### config.mk
export PLATFORM = sky130hd
export DESIGN_NAME = dmaph_ctrl_flat
export DESIGN_NICKNAME = d
export VERILOG_FILES = /design/src/include/dmaph_pkg.sv /design/src/include/dmaph_if.sv /design/src/hw/dmaph_ctrl.sv /design/src/flat_wrapper.sv
export VERILOG_INCLUDE_DIRS = /design/src /design/src/include
export SDC_FILE = /design/constraint.sdc
export NUM_CORES = 1
export LEC_CHECK = 0
export BUFFER_PORTS_ARGS = -buffer_cell sky130_fd_sc_hd__buf_2
export CAP_MARGIN = 20
export CORE_ASPECT_RATIO = 0.75
export CORE_MARGIN = 1.5
export CORE_UTILIZATION = 25
export CTS_CLUSTER_SIZE = 20
export DETAILED_ROUTE_END_ITERATION = 6
export SYNTH_ARGS = -nofsm -noshare
export SYNTH_HDL_FRONTEND = slang
export SYNTH_SLANG_ARGS = --single-unit
### constraint.sdc
create_clock -name clk_i -period 4.41 [get_ports clk_i]
set_clock_uncertainty 0.05 [all_clocks]
set_input_delay 0.441 -clock clk_i [delete_from_list [all_inputs] [get_ports clk_i]]
set_output_delay 0.441 -clock clk_i [all_outputs]
set_load 0.1 [all_outputs]
### src/include/dmaph_map.svh
// constants for the dma peripheral handshake
`ifndef DMAPH_MAP_SVH
`define DMAPH_MAP_SVH
`define DMAPH_CNT_W 12
`define DMAPH_BURST_RST 12'h004
`define DMAPH_LEN_RST 12'h000
`define DMAPH_WORD_CYCLES 1
`endif

### src/include/dmaph_pkg.sv
// types for the dma peripheral handshake
package dmaph_pkg;
   typedef enum logic [2:0] {
      DMAPH_IDLE = 3'h0,
      DMAPH_BUSREQ = 3'h1,
      DMAPH_MOVE = 3'h3,
      DMAPH_CLEAR = 3'h2,
      DMAPH_TC = 3'h6,
      DMAPH_IRQ = 3'h7,
      DMAPH_NEXT = 3'h5
   } dmaph_state_t;
   typedef enum logic [1:0] {
      DMAPH_FLOW_CTRL = 2'h0,
      DMAPH_FLOW_PERIPH = 2'h1
   } dmaph_flow_t;
endpackage

### src/include/dmaph_if.sv
// request and response wires between peripheral and controller
interface dmaph_if;
   logic burst_request_line;
   logic single_request_line;
   logic last_burst_request_line;
   logic last_single_request_line;
   logic request_clear_ack;
   logic terminal_count_line;
   modport ctrl (
      input burst_request_line,
      input single_request_line,
      input last_burst_request_line,
      input last_single_request_line,
      output request_clear_ack,
      output terminal_count_line
   );
   modport periph (
      output burst_request_line,
      output single_request_line,
      output last_burst_request_line,
      output last_single_request_line,
      input request_clear_ack,
      input terminal_count_line
   );
endinterface

### src/hw/dmaph_ctrl.sv
// controller end: serves peripheral requests, bus request and terminal count
`include "dmaph_map.svh"
module dmaph_ctrl #(
   parameter int CW = `DMAPH_CNT_W
) (
   input wire logic clk_i,
   input wire logic srst_i,
   dmaph_if.ctrl pif,
   input wire logic enable_i,
   input wire dmaph_pkg::dmaph_flow_t flow_i,
   input wire logic [CW-1:0] packet_len_i,
   input wire logic [CW-1:0] burst_size_i,
   input wire logic tc_irq_en_i,
   input wire logic port_sel_i,
   input wire logic bus_grant_port1_i,
   input wire logic bus_grant_port2_i,
   input wire logic bus_ready_i,
   output logic bus_request_port1_o,
   output logic bus_request_port2_o,
   output logic word_strobe_o,
   output logic tc_irq_o,
   output logic next_item_o,
   output logic busy_o
);
   import dmaph_pkg::*;

   ////////////////////////////////////////////////////////////////////////////
   // bus wanted only in the move state, also while waiting for grant
   function automatic logic wants_bus(input dmaph_state_t cur);
      return cur == DMAPH_MOVE;
   endfunction

   ////////////////////////////////////////////////////////////////////////////
   dmaph_state_t state;
   logic [CW-1:0] remaining;
   logic [CW-1:0] beats;
   logic last_req;
   logic owner;
   logic grant_sel;
   logic want_burst;
   logic want_single;
   logic want_lburst;
   logic want_lsingle;
   logic any_req;
   logic [CW-1:0] next_beats;
   logic take_req;
   logic word_go;
   logic pkt_end;

   ////////////////////////////////////////////////////////////////////////////
   // request decode
   always_comb begin
      want_burst = pif.burst_request_line;
      want_single = pif.single_request_line;
      want_lburst = pif.last_burst_request_line;
      want_lsingle = pif.last_single_request_line;
      next_beats = '0;
      any_req = 1'b0;
      if (flow_i == DMAPH_FLOW_CTRL) begin
         if (remaining > burst_size_i) begin
            any_req = want_burst;
            next_beats = burst_size_i;
         end else if (remaining != '0) begin
            any_req = want_single | want_burst;
            next_beats = want_single ? CW'(1) : remaining;
         end
      end else begin
         any_req = want_burst | want_single | want_lburst | want_lsingle;
         next_beats = (want_burst | want_lburst) ? burst_size_i : CW'(1);
      end
   end

   assign grant_sel = port_sel_i ? bus_grant_port2_i : bus_grant_port1_i;

   ////////////////////////////////////////////////////////////////////////////
   // request take, word step and packet end
   always_comb begin
      take_req = (state == DMAPH_IDLE) && enable_i && any_req;
      word_go = wants_bus(state) && owner && (beats != '0);
      pkt_end = 1'b0;
      if (flow_i == DMAPH_FLOW_CTRL) begin
         pkt_end = (remaining == '0);
      end else begin
         pkt_end = last_req;
      end
   end

   ////////////////////////////////////////////////////////////////////////////
   // bus ownership
   always_ff @(posedge clk_i) begin
      if (srst_i) begin
         owner <= 1'b0;
      end else if (!wants_bus(state)) begin
         owner <= 1'b0;
      end else if (grant_sel && bus_ready_i) begin
         owner <= 1'b1;
      end
   end
   always_comb begin
      bus_request_port1_o = wants_bus(state) && !port_sel_i;
      bus_request_port2_o = wants_bus(state) && port_sel_i;
   end
   ////////////////////////////////////////////////////////////////////////////
   // sequencer
   always_ff @(posedge clk_i) begin
      if (srst_i) begin
         state <= DMAPH_IDLE;
      end else begin
         unique case (state)
            DMAPH_IDLE: begin
               if (take_req) begin
                  state <= DMAPH_BUSREQ;
               end
            end
            DMAPH_BUSREQ: begin
               state <= DMAPH_MOVE;
            end
            DMAPH_MOVE: begin
               if (owner && beats <= CW'(1)) begin
                  state <= DMAPH_CLEAR;
               end
            end
            DMAPH_CLEAR: begin
               if (pkt_end) begin
                  state <= DMAPH_TC;
               end else begin
                  state <= DMAPH_IDLE;
               end
            end
            DMAPH_TC: begin
               state <= DMAPH_IRQ;
            end
            DMAPH_IRQ: begin
               state <= DMAPH_NEXT;
            end
            DMAPH_NEXT: begin
               state <= DMAPH_IDLE;
            end
            default: begin
               state <= DMAPH_IDLE;
            end
         endcase
      end
   end

   ////////////////////////////////////////////////////////////////////////////
   // words left in the current request
   always_ff @(posedge clk_i) begin
      if (srst_i) begin
         beats <= '0;
      end else if (take_req) begin
         beats <= next_beats;
      end else if (word_go) begin
         beats <= beats - CW'(1);
      end
   end

   ////////////////////////////////////////////////////////////////////////////
   // kind of the request being served
   always_ff @(posedge clk_i) begin
      if (srst_i) begin
         last_req <= 1'b0;
      end else if (take_req) begin
         last_req <= want_lburst | want_lsingle;
      end
   end

   ////////////////////////////////////////////////////////////////////////////
   // remaining packet count
   always_ff @(posedge clk_i) begin
      if (srst_i) begin
         remaining <= `DMAPH_LEN_RST;
      end else if (state == DMAPH_NEXT || (state == DMAPH_IDLE && !enable_i)) begin
         remaining <= packet_len_i;
      end else if (word_go && remaining != '0) begin
         remaining <= remaining - CW'(1);
      end
   end

   ////////////////////////////////////////////////////////////////////////////
   // outputs
   always_ff @(posedge clk_i) begin
      if (srst_i) begin
         word_strobe_o <= 1'b0;
      end else begin
         word_strobe_o <= word_go;
      end
   end

   ////////////////////////////////////////////////////////////////////////////
   // interrupt the cycle after terminal count
   always_ff @(posedge clk_i) begin
      if (srst_i) begin
         tc_irq_o <= 1'b0;
      end else begin
         tc_irq_o <= (state == DMAPH_TC) && tc_irq_en_i;
      end
   end

   ////////////////////////////////////////////////////////////////////////////
   // handshake pulses and status
   always_comb begin
      pif.request_clear_ack = (state == DMAPH_CLEAR);
      pif.terminal_count_line = (state == DMAPH_TC);
      next_item_o = (state == DMAPH_NEXT);
      busy_o = (state != DMAPH_IDLE);
   end
endmodule

### src/flat_wrapper.sv
// flat-port wrapper written by rule: the top's interface ports become plain ports
module dmaph_ctrl_flat import dmaph_pkg::*;
#(
   parameter int CW = `DMAPH_CNT_W
)
  (clk_i, srst_i, enable_i, flow_i, packet_len_i, burst_size_i, tc_irq_en_i, port_sel_i, bus_grant_port1_i, bus_grant_port2_i, bus_ready_i, bus_request_port1_o, bus_request_port2_o, word_strobe_o, tc_irq_o, next_item_o, busy_o, pif_burst_request_line, pif_single_request_line, pif_last_burst_request_line, pif_last_single_request_line, pif_request_clear_ack, pif_terminal_count_line);
  dmaph_if pif_i ();
  input wire logic clk_i;
  input wire logic srst_i;
  input wire logic enable_i;
  input wire dmaph_pkg::dmaph_flow_t flow_i;
  input wire logic [CW-1:0] packet_len_i;
  input wire logic [CW-1:0] burst_size_i;
  input wire logic tc_irq_en_i;
  input wire logic port_sel_i;
  input wire logic bus_grant_port1_i;
  input wire logic bus_grant_port2_i;
  input wire logic bus_ready_i;
  output logic bus_request_port1_o;
  output logic bus_request_port2_o;
  output logic word_strobe_o;
  output logic tc_irq_o;
  output logic next_item_o;
  output logic busy_o;
  input wire logic [$bits(pif_i.burst_request_line)-1:0] pif_burst_request_line;
  input wire logic [$bits(pif_i.single_request_line)-1:0] pif_single_request_line;
  input wire logic [$bits(pif_i.last_burst_request_line)-1:0] pif_last_burst_request_line;
  input wire logic [$bits(pif_i.last_single_request_line)-1:0] pif_last_single_request_line;
  output wire logic [$bits(pif_i.request_clear_ack)-1:0] pif_request_clear_ack;
  output wire logic [$bits(pif_i.terminal_count_line)-1:0] pif_terminal_count_line;
  assign pif_i.burst_request_line = pif_burst_request_line;
  assign pif_i.single_request_line = pif_single_request_line;
  assign pif_i.last_burst_request_line = pif_last_burst_request_line;
  assign pif_i.last_single_request_line = pif_last_single_request_line;
  assign pif_request_clear_ack = pif_i.request_clear_ack;
  assign pif_terminal_count_line = pif_i.terminal_count_line;
  dmaph_ctrl #(.CW(CW)) u_core (.clk_i(clk_i), .srst_i(srst_i), .pif(pif_i), .enable_i(enable_i), .flow_i(flow_i), .packet_len_i(packet_len_i), .burst_size_i(burst_size_i), .tc_irq_en_i(tc_irq_en_i), .port_sel_i(port_sel_i), .bus_grant_port1_i(bus_grant_port1_i), .bus_grant_port2_i(bus_grant_port2_i), .bus_ready_i(bus_ready_i), .bus_request_port1_o(bus_request_port1_o), .bus_request_port2_o(bus_request_port2_o), .word_strobe_o(word_strobe_o), .tc_irq_o(tc_irq_o), .next_item_o(next_item_o), .busy_o(busy_o));
endmodule
**Word-level counts from Yosys, hierarchy flattened**

Index checks and enable logic that the tools add are counted.

- Add/subtract/negate cells: 2
- Multipliers: 0
- Div/mod/pow operators: 0
- Order comparisons: 2
- Equality and inequality tests: 8
- Shift operators: 0
- Mux-type cells: 18
- Bitwise logic cells: 6
- Reduce and logical (&&, ||, !) cells: 24

Operator list:

| cell | count |
|---|---|
| $mux 12 | 9 |
| $reduce_bool 12->1 | 2 |
| $sub 12x1->12 const B | 2 |
| $pmux 3 s6 | 1 |
| $gt 12x12->1 | 1 |
| $le 12x1->1 const B | 1 |
| $logic_not 12->1 | 1 |
| $logic_and 1x1->1 | 11 |
| $eq 3x3->1 const B | 3 |
| $mux 3 | 3 |
| $eq 3x2->1 const B | 2 |
| $mux 1 | 5 |
| $or 1x1->1 | 5 |
| $reduce_bool 2->1 | 2 |
| $eq 3x1->1 const B | 1 |
| $logic_not 3->1 | 1 |
| $reduce_bool 3->1 | 1 |
| $logic_not 1->1 | 2 |
| $logic_not 2->1 | 1 |
| $ne 2x1->1 const B | 1 |
| $ne 2x2->1 const B | 1 |
| $reduce_and 2->1 | 1 |
| $reduce_or 2->1 | 1 |
| $logic_or 1x1->1 | 1 |
| $not 1->1 | 1 |

- Register bits: 31
- Bits in latches: 0
- Bits in writable memories: 0
- ROM bits: 0
- Input port bits: 38
- Logic and storage cells: 67
- Memories kept: 0

**Depth between registers and ports, before layout**

Gate-level depths: netlist of the first run.

- Depth in word-level cells: 7
- Gate-level depth with buffers: 11
- Gate-level depth less buffers: 10

**Worst setup path after synthesis of the first run**

No wires, ideal clock.

- Kind: flip-flop to output port
- From: register u_core.state[1]
- To: output pif_request_clear_ack
- Arrival time: 2745 ps
- Required time: 3919 ps
- Setup slack: 1174 ps
- Cell stages (with the launch flop): 3
- Buffers on the path: 1
- Cell sequence: dfxtp_1 -> clkbuf_1 -> nor3b_1

- Cells in the longest elaborated chain, start to end: 1

Ends and longest elaborated chain:

| item | RTL line | text |
|---|---|---|
| from (decl) | dmaph_ctrl.sv:34 | `dmaph_state_t state;` |
| from (signal assigned) | dmaph_ctrl.sv:107 | `state <= DMAPH_IDLE;` |
| from (signal assigned) | dmaph_ctrl.sv:112 | `state <= DMAPH_BUSREQ;` |
| from (signal assigned) | dmaph_ctrl.sv:116 | `state <= DMAPH_MOVE;` |
| $eq 3x2->1 | dmaph_ctrl.sv:203 | `pif.request_clear_ack = (state == DMAPH_CLEAR);` |
| to (decl) | flat_wrapper.sv:29 | `output wire logic [$bits(pif_i.request_clear_ack)-1:0] pif_request_clear_ack;` |

Every way passes these cells.

**Worst setup path after layout of the first run**

- From: register u_core.remaining[10]
- To: register u_core.beats[9]

- Cells in the longest elaborated chain, start to end: 6

Ends and longest elaborated chain:

| item | RTL line | text |
|---|---|---|
| from (decl) | dmaph_ctrl.sv:35 | `logic [CW-1:0] remaining;` |
| from (signal assigned) | dmaph_ctrl.sv:172 | `` remaining <= `DMAPH_LEN_RST; `` |
| from (signal assigned) | dmaph_ctrl.sv:174 | `remaining <= packet_len_i;` |
| from (signal assigned) | dmaph_ctrl.sv:176 | `remaining <= remaining - CW'(1);` |
| branches (longest 6 deep; another with $gt 12x12->1) | -- |  |
| to (signal assigned) | dmaph_ctrl.sv:152 | `beats <= next_beats;` |
| to (signal assigned) | dmaph_ctrl.sv:154 | `beats <= beats - CW'(1);` |
| to (decl) | dmaph_ctrl.sv:36 | `logic [CW-1:0] beats;` |

Parallel ways; which one is timed is not known.
A chain may end at the register's enable or synchronous reset.

==> results of run 1 <==
==> synth_stat cells, drive strengths merged (4+ instances only) <==
| cell | instances | area [um^2] |
|---|---|---|
| a22oi | 6 | 45.0 |
| xor2 | 4 | 35.0 |
| nor3 | 9 | 45.0 |
| nand2 | 18 | 67.6 |
| ha | 15 | 188 |
| clkbuf | 8 | 30.0 |
| nor2 | 42 | 160 |
| or3 | 5 | 31.3 |
| a21oi | 15 | 75.1 |
| dfxtp | 31 | 621 |
| a211oi | 17 | 128 |
| xnor2 | 11 | 96.3 |
| nand4 | 5 | 37.5 |
| a311oi | 4 | 35.0 |
| inv | 20 | 75.1 |
| o21ai | 11 | 55.1 |
| buf | 4 | 32.5 |
| nor4 | 7 | 58.8 |
==> sequential cells by signal, summed over array words and instances, names as in the netlist <==
register	flops
u_core.beats	12
u_core.last_req	1
u_core.owner	1
u_core.remaining	12
u_core.state	3
u_core.tc_irq_o	1
u_core.word_strobe_o	1
==> cell usage in the layout (no fill, tap or decap), drive strengths merged, types with 6 or more instances in the layout <==
master and instances:
nor3 9, inv 20, dfxtp 31, xnor2 11, nor2 42, a22oi 6, a21oi 15, buf 46
o21ai 11, ha 15, a211oi 17, nor4 7, clkbuf 6, nand2 18
==> worst register-to-register path: cells and delay by family (launching register included) <==
| kind | cells | cell delay (ns) |
|---|---|---|
| AOI/OAI and AO/OA | 6 | 1.49 |
| adders and majority gates | 1 | 0.29 |
| DFF | 1 | 0.40 |
| and+or+nand+nor | 2 | 0.89 |
==> final timing paths <==
check	end	slack (ns)	cells past startpoint
worst max register to register	u_core.beats[9]$_SDFFE_PP0P_	1.23	9
worst max-delay path	u_core.beats[9]$_SDFFE_PP0P_	1.23	9
worst min register to register	u_core.last_req$_SDFFE_PP0N_	0.46	2
worst min-delay path	u_core.tc_irq_o$_SDFF_PP0_	0.35	2
==> cell type report <==
type / instances / area (um^2) / share of cell area [%]
Clock inverter: 1 / 5.00 / 0.187
Timing Repair Buffer: 46 / 233 / 8.72
Inverter: 20 / 75.1 / 2.81
Tap cell: 108 / 135 / 5.06
Clock buffer: 6 / 139 / 5.20
Sequential cell: 31 / 621 / 23.2
Multi-Input combinational cell: 216 / 1460 / 54.8
==> logic make-up (layout without fill, tap and decap cells) <==
| group | Yosys count | in the layout | synth area share (%) |
|---|---|---|---|
| fa+ha+maj | 15 | 15 | 8.45 |
| buf+inv | 32 | 73 | 6.20 |
| compound gates | 74 | 74 | 24.3 |
| xor+xnor | 15 | 15 | 5.92 |
| flops | 31 | 31 | 27.9 |
| mux | 3 | 3 | 1.46 |
| simple gates | 109 | 109 | 25.7 |
==> stage by stage <==
stage	cells	power (W)	util, %
after floorplan	279	0.000545	-
after global placement	421	0.000609	29.6
after detailed placement	421	0.000613	29.6
after CTS	428	0.000962	31.3
after global routing	428	0.00101	31.3
final	428	0.000956	31.3
==> power groups by stage <==
stage | Combinational (W) | Sequential [W] | Clock (W)
3_3_place_gp | 0.000258 | 0.000352 | 0
4_1_cts | 0.000264 | 0.000346 | 0.000352
3_5_place_dp | 0.000261 | 0.000352 | 0
2_1_floorplan | 0.000206 | 0.000339 | 0
6_report | 0.000264 | 0.000347 | 0.000344
5_1_grt | 0.000297 | 0.000353 | 0.000361
==> layer usage <==
layer,vias up,global-route usage [%],routed length (um),share of wire (%)
li1,1103,-,-,-
met1,1005,19.3,3210,51
met2,48,20.7,2600,41
met3,9,3.25,343,5.5
met4,0,4.60,110,1.8
met5,-,0,0,0
==> reports/metrics.yaml, run 1 <==
status: "finished clean"
min-delay-start: "tc_irq_en_i"
crit_path_end_kind: "register"
leakagePower_nw: 1.11
reg2reg_from: "u_core.remaining[10]$_SDFFE_PP0P_"
ys_seq_elements: 31
h-tree-depth: 2
cts_inserted_buffers: 5
holdWs_ns: 0.346
synth_nets: 332
cts.sinks: 31
fp.dieArea_um2: 9460
gp_congestion: 0.855
vias: 2165
p_int_w: 0.000633
ant_nets: 0
fin_ws_ns: 1.23
cap_violations: 0
grt_pass1_vias: 2083
max_freq_mhz: 314
drt_wl_total_mm: 6.26
cp.arrival_ns: 3.35
clk_pin_slew_worst_paths_ns: 0.05
critical_path_class: "register to register"
p_per_area_nw_per_um2: 358
die_w_um: 112
slowest_delay_ns: 0.82
p_clk_share_pct: 36.0
slew_violations: 0
path_buf_inv: 0
slowest_stage: "nor3_1"
vias_per_cell: 5.06
comb_power_share_pct: 27.6
dr.first_iter.drc_count: 136
dp_hpwl_mm: 4.71
timing.critical_path.mode_cell: "a21oi_1"
postCtsHoldBufs: 0
crit_required_ns: 4.58
grt_pass1_wl_mm: 10.4
place_ws_ns: 1.10
grt_overflow: 0
synth.cell_area_um2: 2220
placed_area_um2: 2530
cp_cell_sequence: "ha_1 > a21oi_1 > nand2_1 > a21oi_1 > a31oi_1 > nor3_1 > a22oi_1 > a221oi_2 > o31a_1"
cts-root-buf: "clkbuf_16"
first_pass_iters: 4
cts_setup_buffers: 0
wl_per_cell_um: 14.6
gr-usage-all-layers_pct: 13.8
layout-drive-gt1-share_pct: 20.9
io_buffers: 45
slew-limit-headroom_pct: 35.5
synth_cell_type_count: 55
power_switching_w: 0.000322
synth_edf_count: 0
post_cts_resized: 0
cts_tree: "yes"
grt_max_degree: 32
p_seq_share_pct: 36.4
crit_path_max_fanout: 8
final_nets: 373
layout_min_cycle_time_ns: 3.18
remaining_drc_errors: 0
syn_inst: 279
clk_path_buf_depth: 2
seq_area_frac_synth_pct: 27.9
synth_async_sr_flop_share_pct: 0
tightest_slew_ns: 0.960
hold_viol: 0
io_pins: 46
yosys_warnings: 0
placementRows: 29
vdd_drop_max_v: 0.000139
worstSkewPairLatency_ns: 0.28
num-fill-cells: 925
antenna_found_initial: 0
hp-class: "input port to register"
areaGrowthSynthToFinish_pct: 20.2
finalInstanceArea_um2: 2670
core_area_um2: 8530
cp-startpoint: "u_core.remaining[10]$_SDFFE_PP0P_"
switching_share_pct: 33.7
yosys_most_used_dff: "dfxtp_1"
antenna_cells: 0
setup_viol: 0
critPathLaunchType: "register"
fin_crit_sh_pct: 72.2
rsz0062_at_grt: "false"
critPathTopFamily: "compound AO/OA/AOI/OAI gates"
die_h_um: 84.6
syn_area_per_cell_um2: 7.96
start_util_pct: 26.0
setup_tns_ns: 0
No activity file was read; power rests on OpenSTA's default activity.
==> run 2: changes to the inputs <==
==> constraint.sdc (replaced) <==
create_clock -name clk_i -period 2.9 [get_ports clk_i]
set_clock_uncertainty 0.05 [all_clocks]
set_input_delay 0.29 -clock clk_i [delete_from_list [all_inputs] [get_ports clk_i]]
set_output_delay 0.29 -clock clk_i [all_outputs]
set_load 0.1 [all_outputs]
==> reports/metrics.yaml, run 2 (synthesized netlist as in run 1, its figures left out) <==
layout_min_cycle_time_ns: 2.69  # -0.489 ns
dr.first_iter.drc_count: 119  # -13%
leakagePower_nw: 1.22  # +9.1%
status: "finished clean"
layout-drive-gt1-share_pct: 25.7  # +4.7 points
holdWs_ns: 0.201  # -0.145 ns
switching_share_pct: 33.1  # -0.56 points
critPathTopFamily: "simple AND/OR/NAND/NOR gates"
first_pass_iters: 4  # unchanged
final_nets: 392  # +5.1%
cp.arrival_ns: 2.87  # -0.48 ns
placementRows: 29  # unchanged
grt_pass1_vias: 2111  # +1.3%
slowest_stage: "or3b_2"
cts_inserted_buffers: 5  # unchanged
crit_required_ns: 3.07  # -1.51 ns
cap_violations: 0  # unchanged
clk_path_buf_depth: 2  # unchanged
p_seq_share_pct: 34.1  # -2.3 points
die_h_um: 84.6  # unchanged
post_cts_resized: 0  # unchanged
reg_top3: "u_core.beats (12), u_core.remaining (12), u_core.state (3)"
dp_hpwl_mm: 5.01  # +6.3%
max_freq_mhz: 371  # +18%
hp-class: "input port to register"
setup_viol: 0  # unchanged
vias: 2223  # +2.7%
fin_crit_sh_pct: 92.9  # +21 points
clk_pin_slew_worst_paths_ns: 0.05  # about the same
met1_usage_pct: 19.9  # +0.56 points
crit_path_max_fanout: 20  # +12
grt_pass1_wl_mm: 10.5  # +1.3%
cts.sinks: 31  # unchanged
grt_overflow: 0  # unchanged
gr-usage-all-layers_pct: 14.0  # +0.21 points
io_pins: 46  # unchanged
remaining_drc_errors: 0  # unchanged
antenna_found_initial: 0  # unchanged
io_buffers: 45  # unchanged
setup_tns_ns: 0  # unchanged
fp.dieArea_um2: 9460  # unchanged
start_util_pct: 26.0  # unchanged
cts_tree: "yes"
postCtsHoldBufs: 0  # unchanged
hold_viol: 0  # unchanged
comb_power_share_pct: 31.2  # +3.6 points
drt_wl_total_mm: 6.37  # +1.8%
final_common_cell: "buf_2"
critical_path_class: "register to register"
rsz0062_at_grt: "false"
path_buf_inv: 2  # +2
h-tree-depth: 2  # unchanged
p_per_area_nw_per_um2: 530  # +48%
critPathLaunchType: "register"
ant_nets: 0  # unchanged
slew_violations: 0  # unchanged
cp-startpoint: "u_core.remaining[1]$_SDFFE_PP0P_"
power_switching_w: 0.000496  # +54%
mostFrequentLayoutCells: "buf_2, nor2_1, dfxtp_1"
wl_per_cell_um: 14.3  # -2.5%
cp_cell_sequence: "inv_1 > ha_1 > or3b_2 > nor4_4 > a21oi_1 > o31a_2 > a31oi_4 > nor2_4 > buf_4 > a221oi_2 > o31a_1"
p_int_w: 0.00100  # +58%
antenna_cells: 0  # unchanged
cts_setup_buffers: 0  # unchanged
slew-limit-headroom_pct: 56.7  # +21 points
top_usage_layer: "met2"
vias_per_cell: 4.97  # -1.7%
slowest_delay_ns: 0.51  # -0.31 ns
use_met3_pct: 3.83  # +0.58 points
gp_congestion: 0.859  # +0.53%
die_w_um: 112  # unchanged
tightest_slew_ns: 0.643  # -0.317 ns
areaGrowthSynthToFinish_pct: 27.1
core_area_um2: 8530  # unchanged
cts-root-buf: "clkbuf_16"
worstSkewPairLatency_ns: 0.28  # about the same
p_clk_share_pct: 34.7  # -1.3 points
reg2reg_from: "u_core.remaining[1]$_SDFFE_PP0P_"
vdd_drop_max_v: 0.000222  # +60%
min-delay-start: "tc_irq_en_i"
crit_path_end_kind: "register"
grt_max_degree: 32  # unchanged
grt_use_met2_pct: 21.1  # +0.33 points
## run 2: cell count changes in the layout (fill, tap and decap cells not counted), sizes merged
cell	before	now
buf	46	65
## run 2: final timing paths
kind	end	slack, ns	depth (start not counted)
max reg2reg	u_core.beats[9]$_SDFFE_PP0P_	0.21	11
min reg2reg	u_core.last_req$_SDFFE_PP0N_	0.46	2
min	u_core.tc_irq_o$_SDFF_PP0_	0.20	2
max	u_core.beats[9]$_SDFFE_PP0P_	0.21	11
## run 2: layout make-up
cell class                 count  area [um^2]
timing repair buffer          65          375
tap                          108          135
sequential                    31          621
inverter                      20         75.1
fill                         884         5700
multi-input combinational    216         1470
clock inverter                 1         5.00
clock buffer                   6          139
## run 2: stage by stage
| step | power, W | cells | utilization (%) | cell area [um^2] | setup slack, ns |
|---|---|---|---|---|---|
| 6_report | 0.00150 | 447 | 33.1 | 2820 | 0.206 |
| 5_1_grt | 0.00158 | 447 | 33.1 | 2820 | 0.0419 |
| 4_1_cts | 0.00150 | 447 | 33.0 | 2820 | 0.129 |
| 3_5_place_dp | 0.000979 | 440 | 31.4 | 2670 | 0.0581 |
| 3_3_place_gp | 0.000972 | 440 | 31.4 | 2670 | 0.124 |
| 2_1_floorplan | 0.000829 | 279 | - | 2230 | 0.404 |
## run 2: power groups by stage
stage	Combinational [W]	Clock [W]	Sequential, W
CTS	0.000463	0.000530	0.000510
floorplan	0.000313	0	0.000516
global placement	0.000454	0	0.000518
detailed placement	0.000460	0	0.000519
global route	0.000521	0.000546	0.000516
finish	0.000467	0.000519	0.000510
## run 2: worst reg2reg max path: stages, from the launching register on
cell and delay (ns):
dfxtp_1 0.35, inv_1 0.11, ha_1 0.16, or3b_2 0.51, nor4_4 0.24, a21oi_1 0.12
o31a_2 0.15, a31oi_4 0.25, nor2_4 0.14, buf_4 0.19, a221oi_2 0.21, o31a_1 0.15
## run 2: per-layer routing
layer  wire, um  part of all wire, %
met3        388                  6.1
met2       2730                   43
met4         57                 0.89
met5          0                    0
met1       3200                   50
==> run 3: changes to the inputs <==
--- a/config.mk
+++ b/config.mk
@@ -6,10 +6,11 @@
 export SDC_FILE = /design/constraint.sdc
 export NUM_CORES = 1
 export LEC_CHECK = 0
+export ABC_AREA = 1
 export BUFFER_PORTS_ARGS = -buffer_cell sky130_fd_sc_hd__buf_2
 export CAP_MARGIN = 20
 export CORE_ASPECT_RATIO = 0.75
-export CORE_MARGIN = 1.5
+export CORE_MARGIN = 2
 export CORE_UTILIZATION = 25
 export CTS_CLUSTER_SIZE = 20
 export DETAILED_ROUTE_END_ITERATION = 6
==> reports/metrics.yaml, run 3 <==
critPathTopFamily: "simple AND/OR/NAND/NOR gates"
hold_viol: 0  # unchanged
layout-drive-gt1-share_pct: 18.0  # -7.6 points
vdd_drop_max_v: 0.000437  # +97%
wl_met3_um: 694  # +79%
hp-class: "input port to register"
crit_required_ns: 3.02  # -0.05 ns
finalNonFillerCells: 624  # +40%
status: "finished clean"
layout_min_cycle_time_ns: 2.50  # -0.190 ns
fin_crit_sh_pct: 86.4  # -6.5 points
syn_inst: 436  # +56%
h-tree-depth: 2  # unchanged
reg_top3: "u_core.beats (12), u_core.remaining (12), u_core.state (3)"
cts.sinks: 31  # unchanged
die_w_um: 124  # +11%
cts_tree: "yes"
drt_wl_total_mm: 8.45  # +33%
synth_nets: 489  # +47%
ys_seq_elements: 31  # unchanged
dr.first_iter.drc_count: 186  # +56%
core_area_um2: 10400  # +22%
cts-root-buf: "clkbuf_16"
setup_viol: 0  # unchanged
max_freq_mhz: 399  # +7.6%
yosys-top-cells-count: "nand2_1, inv_1, nor2_1"
crit_path_end_kind: "register"
grt_max_degree: 19  # -41%
leakagePower_nw: 1.62  # +33%
final_common_cell: "nand2_1"
syn_area_per_cell_um2: 6.22  # -22%
fp.dieArea_um2: 11700  # +24%
slowest_stage: "dfxtp_1"
grt_overflow: 0  # unchanged
wl_per_cell_um: 13.5  # -5.0%
worstSkewPairLatency_ns: 0.28  # about the same
rsz0062_at_grt: "false"
antenna_cells: 0  # unchanged
antenna_found_initial: 0  # unchanged
yosys_most_used_dff: "dfxtp_1"
remaining_drc_errors: 0  # unchanged
final_nets: 540  # +38%
critical_path_class: "register to register"
cp_cell_sequence: "ha_1 > nand2_1 > inv_1 > nand2_1 > inv_1 > nand2_1 > nand2_2 > nand2_2 > nand3_2 > nand2_4 > nand2_2 > o21ai_0 > nor2_1"
ant_nets: 0  # unchanged
synth.cell_area_um2: 2710  # +22%
path_buf_inv: 2  # unchanged
setup_tns_ns: 0  # unchanged
slowest_delay_ns: 0.49  # -0.02 ns
holdWs_ns: 0.176  # -0.0256 ns
grt_pass1_vias: 2841  # +35%
slew-limit-headroom_pct: 63.1  # +6.4 points
synth_area_leader_cell: "dfxtp_1"
postCtsHoldBufs: 0  # unchanged
synth_cell_type_count: 40  # -27%
start_util_pct: 26.0  # about the same
crit_path_max_fanout: 17  # -15%
holdPathStages: 3  # +1
clk_path_buf_depth: 2  # unchanged
seq_area_frac_synth_pct: 22.9  # -5.0 points
placementRows: 32  # +10%
synth_async_sr_flop_share_pct: 0  # unchanged
synth_edf_count: 0  # unchanged
cp.arrival_ns: 2.63  # -0.24 ns
p_per_area_nw_per_um2: 708  # +34%
wl_met1_mm: 4.35  # +36%
critPathLaunchType: "register"
cp_num_cells: 13  # +2
rr_worst_depth: 13  # +2
yosys_warnings: 0  # unchanged
gr-usage-all-layers_pct: 15.2  # +1.2 points
vias: 3050  # +37%
io_pins: 46  # unchanged
first_pass_iters: 5  # +1
io_buffers: 45  # unchanged
areaGrowthSynthToFinish_pct: 20.2
die_h_um: 94.2  # +11%
place_inst: 616  # +40%
cts_setup_buffers: 0  # unchanged
gp_congestion: 0.922  # +7.3%
mostFrequentLayoutCells: "nand2_1, inv_1, nor2_1"
top_layer_used: "met4"
grt_pass1_wl_mm: 14.2  # +35%
post_cts_resized: 0  # unchanged
dr_wl_met2_mm: 3.28  # +20%
cts_inserted_buffers: 5  # unchanged
tightest_slew_ns: 0.552  # -0.0906 ns
vias_per_cell: 4.89  # -1.7%
cap_violations: 0  # unchanged
dp_hpwl_mm: 6.74  # +35%
yosysMostFrequentCell: "nand2_1"
synth_top_area_share_pct: 22.9  # -5.0 points
clk_pin_slew_worst_paths_ns: 0.06  # about the same
synth_area_leaders: "dfxtp_1, nand2_1, nand3_1, inv_1, nor2_1"
slew_violations: 0  # unchanged
## run 3: cell count changes after synthesis, sizes merged, moves of 6 or more
cell    before  now
xnor2       11    3
nand2       18  105
nor2        42   58
a211oi      17    3
a22oi        6    0
inv         20   60
a21oi       15   22
nand3        3   47
o21ai       11   32
## run 3: cell families after synthesis
group	after synthesis	share of synthesized area [%]
fa+ha+maj	15	6.93
simple gates	235	40.1
flops	31	22.9
buf+inv	72	11.3
compound gates	75	16.2
xor+xnor	8	2.59
## run 3: worst register-to-register path, stage by stage, from the launching register on
cell     delay [ns]
dfxtp_1        0.49
ha_1           0.30
nand2_1        0.09
inv_1          0.04
nand2_1        0.07
inv_1          0.06
nand2_1        0.26
nand2_2        0.25
nand2_2        0.12
nand3_2        0.08
nand2_4        0.18
nand2_2        0.14
o21ai_0        0.19
nor2_1         0.07
## run 3: per-layer routing
| layer | GRT usage (%) | vias up |
|---|---|---|
| li1 | - | 1539 |
| met4 | 4.03 | 0 |
| met5 | 0 | - |
| met3 | 3.76 | 16 |
| met2 | 21.1 | 118 |
| met1 | 22.9 | 1377 |
## run 3: final timing paths
path | from | end | slack [ns]
max | u_core.remaining[10]$_SDFFE_PP0P_ | u_core.beats[3]$_SDFFE_PP0P_ | 0.40
min | tc_irq_en_i | u_core.tc_irq_o$_SDFF_PP0_ | 0.18
max reg2reg | u_core.remaining[10]$_SDFFE_PP0P_ | u_core.beats[3]$_SDFFE_PP0P_ | 0.40
min reg2reg | u_core.owner$_SDFFE_PP0P_ | u_core.owner$_SDFFE_PP0P_ | 0.45
## run 3: final cells by class
type	count	area (um^2)
clock buffers	6	129
clock inverters	2	12.5
fillers	1165	7150
inverters	61	231
multi-input cells	333	1790
flip-flops and latches	31	621
well taps	136	170
repair buffers	55	300
## run 3: metrics by stage
step                power, W  worst slack [ns]  area [um^2]  util [%]
global placement     0.00176             0.484         3120      29.9
detailed placement   0.00177             0.455         3120      29.9
CTS                  0.00230             0.455         3260      31.3
finish               0.00231             0.395         3260      31.3
floorplan            0.00149             0.513         2720         -
global route         0.00251             0.159         3260      31.3
## run 3: report_power, final
part	internal, W	leakage, nW	switching, W	total, W
Clock	0.000317	0.0669	0.000205	0.000522
Sequential	0.000510	0.255	0.0000983	0.000608
Combinational	0.000397	1.30	0.000781	0.00118
